==> config.mk <==
export PLATFORM = sky130hd
export DESIGN_NAME = liu_ctrl
export DESIGN_NICKNAME = d
export VERILOG_FILES = /design/src/rtl/liu_pkg.sv /design/src/rtl/liu_ctrl.sv
export SDC_FILE = /design/constraint.sdc
export NUM_CORES = 1
export LEC_CHECK = 0
export ABC_AREA = 1
export BUFFER_PORTS_ARGS = -buffer_cell sky130_fd_sc_hd__buf_2
export CAP_MARGIN = 20
export CORE_MARGIN = 5
export CORE_UTILIZATION = 35
export CTS_BUF_LIST = sky130_fd_sc_hd__clkbuf_4
export DETAILED_ROUTE_END_ITERATION = 8
export SYNTH_ARGS = -nofsm -noshare
export SYNTH_HDL_FRONTEND = slang
export SYNTH_SLANG_ARGS = --single-unit
==> constraint.sdc <==
create_clock -name clk -period 5.2 [get_ports clk]
set_clock_uncertainty 0.05 [all_clocks]
set_input_delay 1.04 -clock clk [delete_from_list [all_inputs] [get_ports clk]]
set_output_delay 1.04 -clock clk [all_outputs]
set_load 0.02 [all_outputs]
==> src/rtl/liu_pkg.sv <==
// shared constants for the line interface digital control block
package liu_pkg;
  // register byte offsets
  localparam logic [7:0] OFF_CTRL_ONE = 8'h00;
  localparam logic [7:0] OFF_CTRL_TWO = 8'h04;
  localparam logic [7:0] OFF_CTRL_THREE = 8'h08;
  localparam logic [7:0] OFF_CTRL_FOUR = 8'h0C;
  localparam logic [7:0] OFF_COMMON_FOUR = 8'h10;
  localparam logic [7:0] OFF_INFO_TWO = 8'h14;
  localparam logic [7:0] OFF_STATUS_ONE = 8'h18;
  localparam logic [7:0] OFF_MASK_ONE = 8'h1C;
  // line_ctrl_one fields
  localparam int B_PWR = 0;
  localparam int B_ADIS = 1;
  localparam int B_ADEPTH = 2;
  localparam int B_APLACE = 3;
  localparam int B_GLIM = 4;
  localparam int B_BUILD = 5;
  // line_ctrl_two fields
  localparam int B_SLD = 1;
  localparam int B_AMUX = 3;
  localparam int B_VIOL = 5;
  localparam int B_STD = 7;
  // line_ctrl_three fields
  localparam int B_TXSYNC = 1;
  localparam int B_RXSYNC = 2;
  localparam int B_MON = 3;
  // line_ctrl_four fields
  localparam int B_TERM = 0;
  localparam int B_MCSEL = 4;
  // status_reg_one fields
  localparam int B_ST_OPEN = 1;
  localparam int B_ST_SHORT = 2;
  localparam int B_ST_TRIP = 4;
  localparam int B_ST_UNDER = 7;
  // reset values
  localparam logic [7:0] RST_CTRL = 8'h00;
  // master clock selection codes
  localparam logic [2:0] MC_16M = 3'h0;
  localparam logic [2:0] MC_8M = 3'h1;
  localparam logic [2:0] MC_4M = 3'h2;
  localparam logic [2:0] MC_2M = 3'h3;
  localparam logic [2:0] MC_1M5 = 3'h4;
  // prescale ratios
  localparam logic [3:0] DIV_16M = 4'h8;
  localparam logic [3:0] DIV_8M = 4'h4;
  localparam logic [3:0] DIV_4M = 4'h2;
  localparam logic [3:0] DIV_1 = 4'h1;
  // oversampling
  localparam logic [4:0] OVS_NOM = 5'h10;
  localparam logic [4:0] OVS_FAST = 5'h0F;
  localparam logic [4:0] OVS_SLOW = 5'h11;
  localparam logic [7:0] DEPTH_DEEP = 8'h80;
  localparam logic [7:0] DEPTH_SHALLOW = 8'h20;
  localparam logic [7:0] MARGIN_DEEP = 8'h04;
  localparam logic [7:0] MARGIN_SHALLOW = 8'h02;
  // carrier loss: this many silent line bits
  localparam logic [7:0] LOS_BITS = 8'hC0;
  // timing
  localparam int CLK_MHZ = 200;
  localparam int UNDER_MS = 50;
  localparam int UNDER_CYC = UNDER_MS * CLK_MHZ * 1000;
  localparam logic [1:0] RESP_OKAY = 2'h0;
  localparam logic [1:0] RESP_SLVERR = 2'h2;
endpackage

==> src/rtl/liu_ctrl.sv <==
// line interface control, clock recovery, attenuator fifo and status
`timescale 1ns/1ps
module liu_ctrl #(
  parameter int UNDER_CYCLES = liu_pkg::UNDER_CYC,
  parameter int FIFO_BITS = 128
) (
  // clock and reset
  input wire logic clk,
  input wire logic resetn,
  // axi4-lite write address, data and response
  input wire logic [7:0] s_axi_awaddr,
  input wire logic s_axi_awvalid,
  output logic s_axi_awready,
  input wire logic [31:0] s_axi_wdata,
  input wire logic [3:0] s_axi_wstrb,
  input wire logic s_axi_wvalid,
  output logic s_axi_wready,
  output logic [1:0] s_axi_bresp,
  output logic s_axi_bvalid,
  input wire logic s_axi_bready,
  // axi4-lite read
  input wire logic [7:0] s_axi_araddr,
  input wire logic s_axi_arvalid,
  output logic s_axi_arready,
  output logic [31:0] s_axi_rdata,
  output logic [1:0] s_axi_rresp,
  output logic s_axi_rvalid,
  input wire logic s_axi_rready,
  // master clock tick and line-rate reference
  input wire logic mclkTick,
  // receive line, sampled levels from the slicer
  input wire logic rxLinePos,
  input wire logic rxLineNeg,
  input wire logic [3:0] rxLevelMeas,
  // analog transmit driver monitors
  input wire logic txOverCurrent,
  input wire logic txOpenSense,
  // transmit backplane
  input wire logic txClockIn,
  input wire logic txPosDataIn,
  input wire logic txNegDataIn,
  // receive backplane
  output logic rxLineClockPin,
  output logic rxPosDataOut,
  output logic rxNegDataOut,
  // transmit line
  output logic txLinePos,
  output logic txLineNeg,
  output logic txLineOe,
  // analog controls
  output logic txCurrentLimitEn,
  output logic [1:0] rxTermSel,
  output logic rxGainLimit,
  output logic [5:0] monitorBoostDb,
  output logic [2:0] buildoutSelect,
  output logic lineStdE1,
  output logic attenClockFromPll
);
  import liu_pkg::*;

  localparam int PW = $clog2(FIFO_BITS);

  typedef struct packed {
    logic awDone;
    logic wDone;
    logic [7:0] awAddr;
    logic [31:0] wData;
    logic [3:0] wStrb;
    logic bValid;
    logic [1:0] bResp;
    logic rValid;
    logic [31:0] rData;
    logic [1:0] rResp;
    logic [7:0] lineCtrlOne;
    logic [7:0] lineCtrlTwo;
    logic [7:0] lineCtrlThree;
    logic [7:0] lineCtrlFour;
    logic [7:0] commonCtrlFour;
    logic [7:0] statusRegOne;
    logic [7:0] irqMaskOne;
    logic [3:0] syncRx;
    logic [2:0] syncTx;
    logic txClkLast;
    logic [3:0] preCnt;
    logic lineTick;
    logic [4:0] ovsCnt;
    logic [4:0] ovsLimit;
    logic [7:0] silentCnt;
    logic carrierLoss;
    logic attenRun;
    logic [31:0] underCnt;
    logic violArmed;
    logic violLast;
    logic [1:0] onesRun;
    logic lastMarkPos;
    logic [FIFO_BITS-1:0] fifoPos;
    logic [FIFO_BITS-1:0] fifoNeg;
    logic [PW:0] wrPtr;
    logic [PW:0] rdPtr;
    logic outClk;
    logic outPos;
    logic outNeg;
    logic linePos;
    logic lineNeg;
    logic lineOe;
  } liu_state_t;

  liu_state_t s_r, s_nxt;

  function automatic logic [7:0] merge(input logic [7:0] cur, input logic [31:0] d,
                                       input logic [3:0] st);
    merge = st[0] ? d[7:0] : cur;
  endfunction

  function automatic logic [3:0] prediv(input logic [2:0] sel);
    case (sel)
      MC_16M: prediv = DIV_16M;
      MC_8M: prediv = DIV_8M;
      MC_4M: prediv = DIV_4M;
      default: prediv = DIV_1;
    endcase
  endfunction

  logic [PW:0] fill;
  logic [7:0] depth;
  logic [7:0] margin;
  logic e1, attenOn, attenTx, syncRxClk, txEdge, bitStrobe;
  logic inPos, inNeg, popReq, pushReq;
  logic [7:0] setEv;

  always_comb begin
    s_nxt = s_r;
    e1 = s_r.lineCtrlTwo[B_STD];
    attenOn = ~s_r.lineCtrlOne[B_ADIS];
    attenTx = s_r.lineCtrlOne[B_APLACE];
    depth = s_r.lineCtrlOne[B_ADEPTH] ? DEPTH_SHALLOW : DEPTH_DEEP;
    margin = s_r.lineCtrlOne[B_ADEPTH] ? MARGIN_SHALLOW : MARGIN_DEEP;
    fill = s_r.wrPtr - s_r.rdPtr;
    setEv = 8'h00;
    // reading starts once the fifo has filled to its centre, so it runs half full
    if (!attenOn) begin
      s_nxt.attenRun = 1'b0;
    end else if ({{(7-PW){1'b0}}, fill} >= {1'b0, depth[7:1]}) begin
      s_nxt.attenRun = 1'b1;
    end
    syncRxClk = e1 & s_r.lineCtrlThree[B_RXSYNC];
    // third stage only is read
    txEdge = s_r.syncTx[2] & ~s_r.txClkLast;
    // two stages per leg: [1] positive, [3] negative are the settled copies
    s_nxt.syncRx = {s_r.syncRx[2], rxLineNeg, s_r.syncRx[0], rxLinePos};
    s_nxt.syncTx = {s_r.syncTx[1], s_r.syncTx[0], txClockIn};
    s_nxt.txClkLast = s_r.syncTx[2];

    // prescaler to line rate
    s_nxt.lineTick = 1'b0;
    if (mclkTick) begin
      if (s_r.preCnt + 4'h1 >= prediv(s_r.lineCtrlFour[B_MCSEL +: 3])) begin
        s_nxt.preCnt = 4'h0;
        s_nxt.lineTick = 1'b1;
      end else begin
        s_nxt.preCnt = s_r.preCnt + 4'h1;
      end
    end

    // oversampling bit counter; limit shifts to 15 or 17 near fifo limits
    bitStrobe = 1'b0;
    s_nxt.ovsCnt = s_r.ovsCnt + 5'h1;
    if (s_r.ovsCnt + 5'h1 >= s_r.ovsLimit) begin
      s_nxt.ovsCnt = 5'h0;
      bitStrobe = 1'b1;
    end
    s_nxt.ovsLimit = OVS_NOM;
    if (attenOn && {{(7-PW){1'b0}}, fill} + margin >= depth) begin
      s_nxt.ovsLimit = OVS_FAST;
      setEv[B_ST_TRIP] = 1'b1;
    end else if (attenOn && {{(7-PW){1'b0}}, fill} < {1'b0, margin[7:1]} && s_r.attenRun) begin
      s_nxt.ovsLimit = OVS_SLOW;
      setEv[B_ST_TRIP] = 1'b1;
    end

    // carrier detect on the synchronised receive pair
    if (s_r.lineTick) begin
      if (s_r.syncRx[1] | s_r.syncRx[3]) begin
        s_nxt.silentCnt = 8'h00;
      end else if (s_r.silentCnt != LOS_BITS) begin
        s_nxt.silentCnt = s_r.silentCnt + 8'h01;
      end
    end
    s_nxt.carrierLoss = (s_r.silentCnt == LOS_BITS) & ~syncRxClk;

    // level threshold persistence
    if ({1'b0, rxLevelMeas} < s_r.commonCtrlFour[4:0]) begin
      if (s_r.underCnt >= UNDER_CYCLES - 1) begin
        setEv[B_ST_UNDER] = 1'b1;
      end else begin
        s_nxt.underCnt = s_r.underCnt + 32'h1;
      end
    end else begin
      s_nxt.underCnt = 32'h0;
    end

    if (txOverCurrent) setEv[B_ST_SHORT] = 1'b1;
    if (txOpenSense) setEv[B_ST_OPEN] = 1'b1;

    // fifo: push side clock, pop side smoothed strobe
    inPos = attenTx ? txPosDataIn : s_r.syncRx[1];
    inNeg = attenTx ? txNegDataIn : s_r.syncRx[3];
    pushReq = attenTx ? txEdge : s_r.lineTick;
    popReq = bitStrobe & s_r.attenRun;
    if (attenOn && pushReq && fill != depth[PW:0]) begin
      s_nxt.fifoPos[s_r.wrPtr[PW-1:0]] = inPos;
      s_nxt.fifoNeg[s_r.wrPtr[PW-1:0]] = inNeg;
      s_nxt.wrPtr = s_r.wrPtr + 1'b1;
    end
    if (attenOn && popReq && fill != 0) begin
      s_nxt.rdPtr = s_r.rdPtr + 1'b1;
    end

    // receive backplane outputs
    if (s_r.carrierLoss) begin
      s_nxt.outClk = s_r.lineTick ? ~s_r.outClk : s_r.outClk;
      s_nxt.outPos = 1'b0;
      s_nxt.outNeg = 1'b0;
    end else if (attenOn && !attenTx) begin
      s_nxt.outClk = s_r.ovsCnt < {1'b0, s_r.ovsLimit[4:1]};
      s_nxt.outPos = s_r.fifoPos[s_r.rdPtr[PW-1:0]];
      s_nxt.outNeg = s_r.fifoNeg[s_r.rdPtr[PW-1:0]];
    end else begin
      s_nxt.outClk = s_r.lineTick;
      if (s_r.lineTick) begin
        s_nxt.outPos = s_r.syncRx[1];
        s_nxt.outNeg = s_r.syncRx[3];
      end
    end

    // violation insertion arms on a rising control bit
    s_nxt.violLast = s_r.lineCtrlTwo[B_VIOL];
    if (s_r.lineCtrlTwo[B_VIOL] && !s_r.violLast) s_nxt.violArmed = 1'b1;

    // transmit line, advanced per transmit clock edge, or toggled per line tick in e1 transmit sync mode
    if (txEdge) begin
      if (txPosDataIn | txNegDataIn) begin
        s_nxt.onesRun = (s_r.onesRun == 2'h3) ? 2'h3 : s_r.onesRun + 2'h1;
      end else begin
        s_nxt.onesRun = 2'h0;
      end
      s_nxt.linePos = txPosDataIn;
      s_nxt.lineNeg = txNegDataIn;
      if ((txPosDataIn | txNegDataIn) && s_r.onesRun >= 2'h2 && s_r.violArmed) begin
        s_nxt.linePos = s_r.lastMarkPos;
        s_nxt.lineNeg = ~s_r.lastMarkPos;
        s_nxt.violArmed = 1'b0;
      end else if (txPosDataIn | txNegDataIn) begin
        s_nxt.lastMarkPos = txPosDataIn;
      end
      if (attenOn && attenTx) begin
        s_nxt.linePos = s_r.fifoPos[s_r.rdPtr[PW-1:0]];
        s_nxt.lineNeg = s_r.fifoNeg[s_r.rdPtr[PW-1:0]];
      end
    end
    if (e1 && s_r.lineCtrlThree[B_TXSYNC]) begin
      s_nxt.linePos = s_r.lineTick ? ~s_r.linePos : s_r.linePos;
      s_nxt.lineNeg = 1'b0;
    end
    s_nxt.lineOe = s_r.lineCtrlOne[B_PWR];
    if (!s_r.lineCtrlOne[B_PWR]) begin
      s_nxt.linePos = 1'b0;
      s_nxt.lineNeg = 1'b0;
    end
    s_nxt.statusRegOne = s_r.statusRegOne | setEv;

    // axi write channel
    if (s_axi_awvalid && !s_r.awDone) begin
      s_nxt.awDone = 1'b1;
      s_nxt.awAddr = s_axi_awaddr;
    end
    if (s_axi_wvalid && !s_r.wDone) begin
      s_nxt.wDone = 1'b1;
      s_nxt.wData = s_axi_wdata;
      s_nxt.wStrb = s_axi_wstrb;
    end
    // readies stay low until the response is taken: one write at a time
    if (s_r.bValid && s_axi_bready) begin
      s_nxt.bValid = 1'b0;
      s_nxt.awDone = 1'b0;
      s_nxt.wDone = 1'b0;
    end
    if (s_r.awDone && s_r.wDone && !s_r.bValid) begin
      s_nxt.bValid = 1'b1;
      s_nxt.bResp = RESP_OKAY;
      case (s_r.awAddr)
        OFF_CTRL_ONE: s_nxt.lineCtrlOne = merge(s_r.lineCtrlOne, s_r.wData, s_r.wStrb);
        OFF_CTRL_TWO: s_nxt.lineCtrlTwo = merge(s_r.lineCtrlTwo, s_r.wData, s_r.wStrb);
        OFF_CTRL_THREE: s_nxt.lineCtrlThree = merge(s_r.lineCtrlThree, s_r.wData, s_r.wStrb);
        OFF_CTRL_FOUR: s_nxt.lineCtrlFour = merge(s_r.lineCtrlFour, s_r.wData, s_r.wStrb);
        OFF_COMMON_FOUR: s_nxt.commonCtrlFour = merge(s_r.commonCtrlFour, s_r.wData,
                                                      s_r.wStrb) & 8'h1F;
        OFF_MASK_ONE: s_nxt.irqMaskOne = merge(s_r.irqMaskOne, s_r.wData, s_r.wStrb);
        OFF_STATUS_ONE: begin
          // write one to clear; a set this cycle survives
          if (s_r.wStrb[0]) s_nxt.statusRegOne = (s_r.statusRegOne & ~s_r.wData[7:0]) | setEv;
        end
        OFF_INFO_TWO: ;
        default: s_nxt.bResp = RESP_SLVERR;
      endcase
    end

    // axi read channel
    if (s_r.rValid && s_axi_rready) s_nxt.rValid = 1'b0;
    if (s_axi_arvalid && !s_r.rValid) begin
      s_nxt.rValid = 1'b1;
      s_nxt.rResp = RESP_OKAY;
      s_nxt.rData = 32'h0;
      case (s_axi_araddr)
        OFF_CTRL_ONE: s_nxt.rData[7:0] = s_r.lineCtrlOne;
        OFF_CTRL_TWO: s_nxt.rData[7:0] = s_r.lineCtrlTwo;
        OFF_CTRL_THREE: s_nxt.rData[7:0] = s_r.lineCtrlThree;
        OFF_CTRL_FOUR: s_nxt.rData[7:0] = s_r.lineCtrlFour;
        OFF_COMMON_FOUR: s_nxt.rData[7:0] = s_r.commonCtrlFour;
        OFF_MASK_ONE: s_nxt.rData[7:0] = s_r.irqMaskOne;
        OFF_STATUS_ONE: s_nxt.rData[7:0] = s_r.statusRegOne;
        // live level, open, limiter/short, carrier loss
        OFF_INFO_TWO: s_nxt.rData[7:0] = {s_r.carrierLoss, 1'b0, txOverCurrent,
                                          txOpenSense, rxLevelMeas};
        default: s_nxt.rResp = RESP_SLVERR;
      endcase
    end
  end

  always_ff @(posedge clk or negedge resetn) begin
    if (!resetn) begin
      s_r <= '0;
      s_r.ovsLimit <= OVS_NOM;
    end else begin
      s_r <= s_nxt;
    end
  end

  assign s_axi_awready = ~s_r.awDone;
  assign s_axi_wready = ~s_r.wDone;
  assign s_axi_bvalid = s_r.bValid;
  assign s_axi_bresp = s_r.bResp;
  assign s_axi_arready = ~s_r.rValid;
  assign s_axi_rvalid = s_r.rValid;
  assign s_axi_rdata = s_r.rData;
  assign s_axi_rresp = s_r.rResp;
  assign rxLineClockPin = s_r.outClk;
  assign rxPosDataOut = s_r.outPos;
  assign rxNegDataOut = s_r.outNeg;
  assign txLinePos = s_r.linePos;
  assign txLineNeg = s_r.lineNeg;
  assign txLineOe = s_r.lineOe;
  assign txCurrentLimitEn = ~s_r.lineCtrlTwo[B_SLD];
  assign rxTermSel = s_r.lineCtrlFour[B_TERM +: 2];
  assign rxGainLimit = s_r.lineCtrlOne[B_GLIM];
  assign monitorBoostDb = (s_r.lineCtrlThree[B_MON +: 2] == 2'h0) ? 6'h00 :
                          (s_r.lineCtrlThree[B_MON +: 2] == 2'h1) ? 6'h14 :
                          (s_r.lineCtrlThree[B_MON +: 2] == 2'h2) ? 6'h1A : 6'h20;
  assign buildoutSelect = s_r.lineCtrlOne[B_BUILD +: 3];
  assign lineStdE1 = s_r.lineCtrlTwo[B_STD];
  assign attenClockFromPll = s_r.lineCtrlTwo[B_AMUX];
endmodule

== Word level (Yosys, flattened, before mapping) ==
Cells that the tools add are included.
W data, S select, Z words.
Storage, ports and cells
  bits in registers: 434
  input bits: 71
  output and inout port bits: 62
  logic and storage cells: 227
Cells by class
  add/sub/neg operators: 9
  order comparisons: 12
  eq/ne operators: 26
  mux-type cells: 67
  bitwise operators: 21
  reductions and logical operators: 50
Operators by type and width (count)
  $bwmux W128: 2
  $eq A8 B5 Y1 const B: 8
  $mux W32: 2
  $pmux W8 S8: 1
  $mux W8: 7
  $mux W35: 1
  $add A32 B1 Y32 const B: 1
  $eq A8 B4 Y1 const B: 4
  $ge A32 B24 Y1 const B: 1
  $mux W1: 27
  $add A8 B1 Y8 const B: 3
  $mux W2: 11
  $logic_and A1 B1 Y1: 21
  $reduce_and A3 Y1: 7
  $mux W6: 3
  $eq A8 B3 Y1 const B: 2
  $logic_not A8 Y1: 2
  $lt A7 B8 Y1 const B: 2
  $mux W16: 1
  $or A8 B8 Y8: 2
  $reduce_or A8 Y1: 2
  $bmux W1 S7: 2
  $mux W3: 4
  $pmux W4 S3: 1
  other kinds (40): 68

== Longest topological paths before layout ==
  depth in word-level cells: 10
  gate-level depth with buffers: 21
  mapped depth without buffers: 19

== Least setup slack after synthesis ==
Ideal clock, no wire load.
  path type: register -> register
  start: reg s_r[7] (netlist bit)
  end: reg s_r[360] (netlist bit)
  library setup time: 0.069 ns
  data arrival time: 3.598 ns
  required time: 5.081 ns
  slack: 1.483 ns
  stages on the path, launching flop included: 20
  buffers on the path: 2
  clock period less this slack: 3.717 ns
  path through: dfrtp_1 -> inv_1 -> buf_2 -> buf_1 -> fa_1 -> ha_1 -> inv_1 -> fa_1 -> or2_2 -> nor2_1 -> nand3_1 -> xor2_1 -> ha_1 -> nand3_1 -> nor3b_1 -> a21boi_0 -> nand3_1 -> nand3_1 -> nand2_1 -> nand3_1
RTL lines
  start: declaration: RTL line liu_ctrl.sv:108  | liu_state_t s_r, s_nxt;
  start signal: assignment: RTL line liu_ctrl.sv:335  | s_r <= s_nxt;

==> flow_summary.json <==
{
  "status": "complete, no violations",
  "clock-sinks": 430,
  "period_needed_ns": 3.90,
  "nets": 3390,
  "viasPerCell": 5.15,
  "crit_required_ns": 5.98,
  "ys.warnings.count": 0,
  "reg2regPathDepth": 19,
  "slew_headroom_pct": 27.9,
  "final_common_cell": "nand2_1",
  "die_h_microns": 275,
  "htreeDepth": 3,
  "cts_buffers": 117,
  "cts_root_buf": "clkbuf_4",
  "m1WireLength_microns": 31600,
  "worstMarginPinSlew_ns": 1.08,
  "drc": 0,
  "die_area_sq_um": 75700,
  "grt_pass1_wl_microns": 113000,
  "power_density_nw_per_um2": 420,
  "grt_pass1_vias": 21000,
  "initial_utilization_pct": 35.2,
  "grt_max_degree": 137,
  "seq_area_frac_synth_pct": 43.7,
  "cts_hold_buffers": 0,
  "dp_hpwl_microns": 41500,
  "grt_use_total_pct": 18.2,
  "max_freq_mhz": 257,
  "cts_tree": "done",
  "antenna_left": 0,
  "synth-main-ff-cell": "dfrtp_1",
  "hold_violations": 0,
  "die_x_microns": 275,
  "grt_antenna_before_repair": 1,
  "async_reset_ff_share_pct": 100,
  "setup_tns_ns": 0,
  "ff2ff_setup_slack_ns": 1.30,
  "crit_slowest_cell": "fa_1",
  "globalRoute.totalOverflow": 0,
  "core-area_sq_um": 69900,
  "place_congestion": 0.842,
  "rows": 97,
  "r2r_start": "s_r[14]",
  "cpMostUsedCell": "nand3_1",
  "wl_met2_microns": 32300,
  "cp-start-kind": "register",
  "area_delta_synth_final_pct": 9.50,
  "routedWlPerCell_microns": 16.1,
  "hp-class": "in -> async",
  "crit_chain": "clkinv_1 > ha_1 > inv_1 > fa_1 > ha_1 > inv_1 > fa_1 > or2_2 > nor2_1 > nand3_1 > xor2_1 > ha_1 > nand3_1 > nor3b_1 > a21boi_0 > nand3_1 > nand3_1 > nand2_1 > nand2_1",
  "cts_buffer_depth": 3,
  "final_cells": 4304,
  "rsz0062_at_grt": "false",
  "min_period_over_period_pct": 74.9,
  "fin_area_sq_um": 26900,
  "drive_above_1_share_pct": 13.0,
  "wl_met3_microns": 3540,
  "p_leak_nw": 12.2,
  "synth_edf_count": 0,
  "fill_cells": 7418,
  "cpPeakStageDelay_ns": 0.52,
  "path_clk_slew_ns": 0.07,
  "multi_input_area_sq_um": 11900,
  "cp.arrival_ns": 4.68,
  "clk_latency_ns": 0.92,
  "max_cap_viol_count": 0,
  "r2r-end": "s_r[325]",
  "finalSetupViolations": 0,
  "vias": 22100,
  "firstDrtPassIters": 5,
  "critical_path.max_fanout": 7,
  "placed_area_sq_um": 25500,
  "syn_inst": 3262,
  "synth_seq_cells": 430,
  "boundaryPins": 133,
  "syn_avg_cell_area_sq_um": 7.54,
  "synth_cell_types": 54,
  "synthesis.area_sq_um": 24600,
  "cts_setup_buffers": 0,
  "dpl.cell_count": 4100,
  "drv_slew": 0,
  "irDropWorstVdd_mv": 0.406,
  "end_kind": "register",
  "final_cell_mix": "nand2_1, dfrtp_1, nor2_1",
  "highest-signal-layer": "met4",
  "drt_wl_total_microns": 69500,
  "seqCellArea_sq_um": 10800,
  "p_total_mw": 11.3,
  "drtIter0Drc": 1678,
  "port_buffers": 78,
  "crit_type": "reg -> reg",
  "ctsResizeCount": 0
}
cell families after synthesis:
logic type	after synthesis	share of synthesized area, %
AO/OA/AOI/OAI	319	7.23
XOR/XNOR	40	1.42
adder cells (fa/ha/maj)	40	2.10
buffers and inverters	462	8.54
flip-flops	430	43.7
multiplexers	6	0.269
other	1	0.0152
AND/OR/NAND/NOR	1964	36.7
critical path: cells and delay by family (launching register included):
kind / cells / cell delay, ns
adders and majority gates: 5 / 1.56
and+or+nand+nor: 9 / 1.18
DFF: 1 / 0.44
buffers and inverters: 3 / 0.31
AOI/OAI and AO/OA: 1 / 0.19
xor gates and xnor gates: 1 / 0.16
state kept, by name, summed over array words and instances, names as in the netlist, 2 cells and up:
register and count:
rxTermSel 2, s_axi_rdata 8, s_nxt 7, s_r 396, buildoutSelect 3
layout make-up:
| type | instances | share of cell area, % |
|---|---|---|
| antenna | 1 | 0.00929 |
| inverter | 224 | 3.13 |
| clock buffer | 179 | 4.99 |
| multi-input combinational | 2396 | 44.1 |
| tap | 940 | 4.37 |
| timing repair buffer | 110 | 2.89 |
| clock inverter | 24 | 0.525 |
| sequential | 430 | 40.0 |
metrics by stage:
stage	hold WS [ns]	setup WS, ns	util [%]
2_1_floorplan	0.281	1.48	-
3_3_place_gp	0.284	1.29	36.4
3_5_place_dp	0.285	1.26	36.4
4_1_cts	0.112	1.27	38.5
5_1_grt	0.172	0.980	38.5
6_report	0.153	1.30	38.5
cells in the mapped netlist, drive strengths merged (2+ instances only):
cell	n	area share, %
a31oi	3	0.076
ha	38	1.9
a211oi	2	0.061
nand3b	3	0.092
a21oi	76	1.6
o31ai	4	0.12
nand4	279	7.1
mux2	5	0.23
o22ai	12	0.33
nand2	950	15
o211ai	26	0.79
buf	153	3.8
o2111ai	3	0.11
a32o	4	0.16
o221ai	2	0.071
o21ai	178	3.6
a21boi	2	0.061
o21a	3	0.092
dfrtp	429	44
fa	2	0.16
nand3	259	7.4
inv	221	3.4
xor2	32	1.1
or2	6	0.15
xnor2	8	0.28
nor3	30	0.63
clkbuf	85	1.3
nor2	427	6.5
nor4	8	0.20
clkinv	3	0.046
routing by layer:
metal  track usage (%)  up-vias
met5                 0        -
met3              2.79      142
li1                  -    10800
met4              6.54        0
met2              29.2      577
met1              24.9    10600
worst max-delay path by stage:
stage	startpoint	end	slack [ns]	cells after the start
after floorplan	s_r[7]	s_r[360]	1.48	19
after global placement	s_r[14]	s_r[360]	1.29	19
after detailed placement	s_r[14]	s_r[360]	1.26	19
after CTS	s_r[14]	s_r[325]	1.27	19
after global routing	s_r[14]	s_r[360]	0.98	19
final	s_r[14]	s_r[325]	1.30	19
where the power goes:
group	leakage (nW)	switching [mW]	internal, mW	total (mW)
Combinational	6.82	3.14	1.17	4.31
Sequential	4.53	0.233	3.68	3.91
Clock	0.892	1.48	1.61	3.09
Total	12.2	4.86	6.45	11.3
No activity file was read; power rests on OpenSTA's default activity.
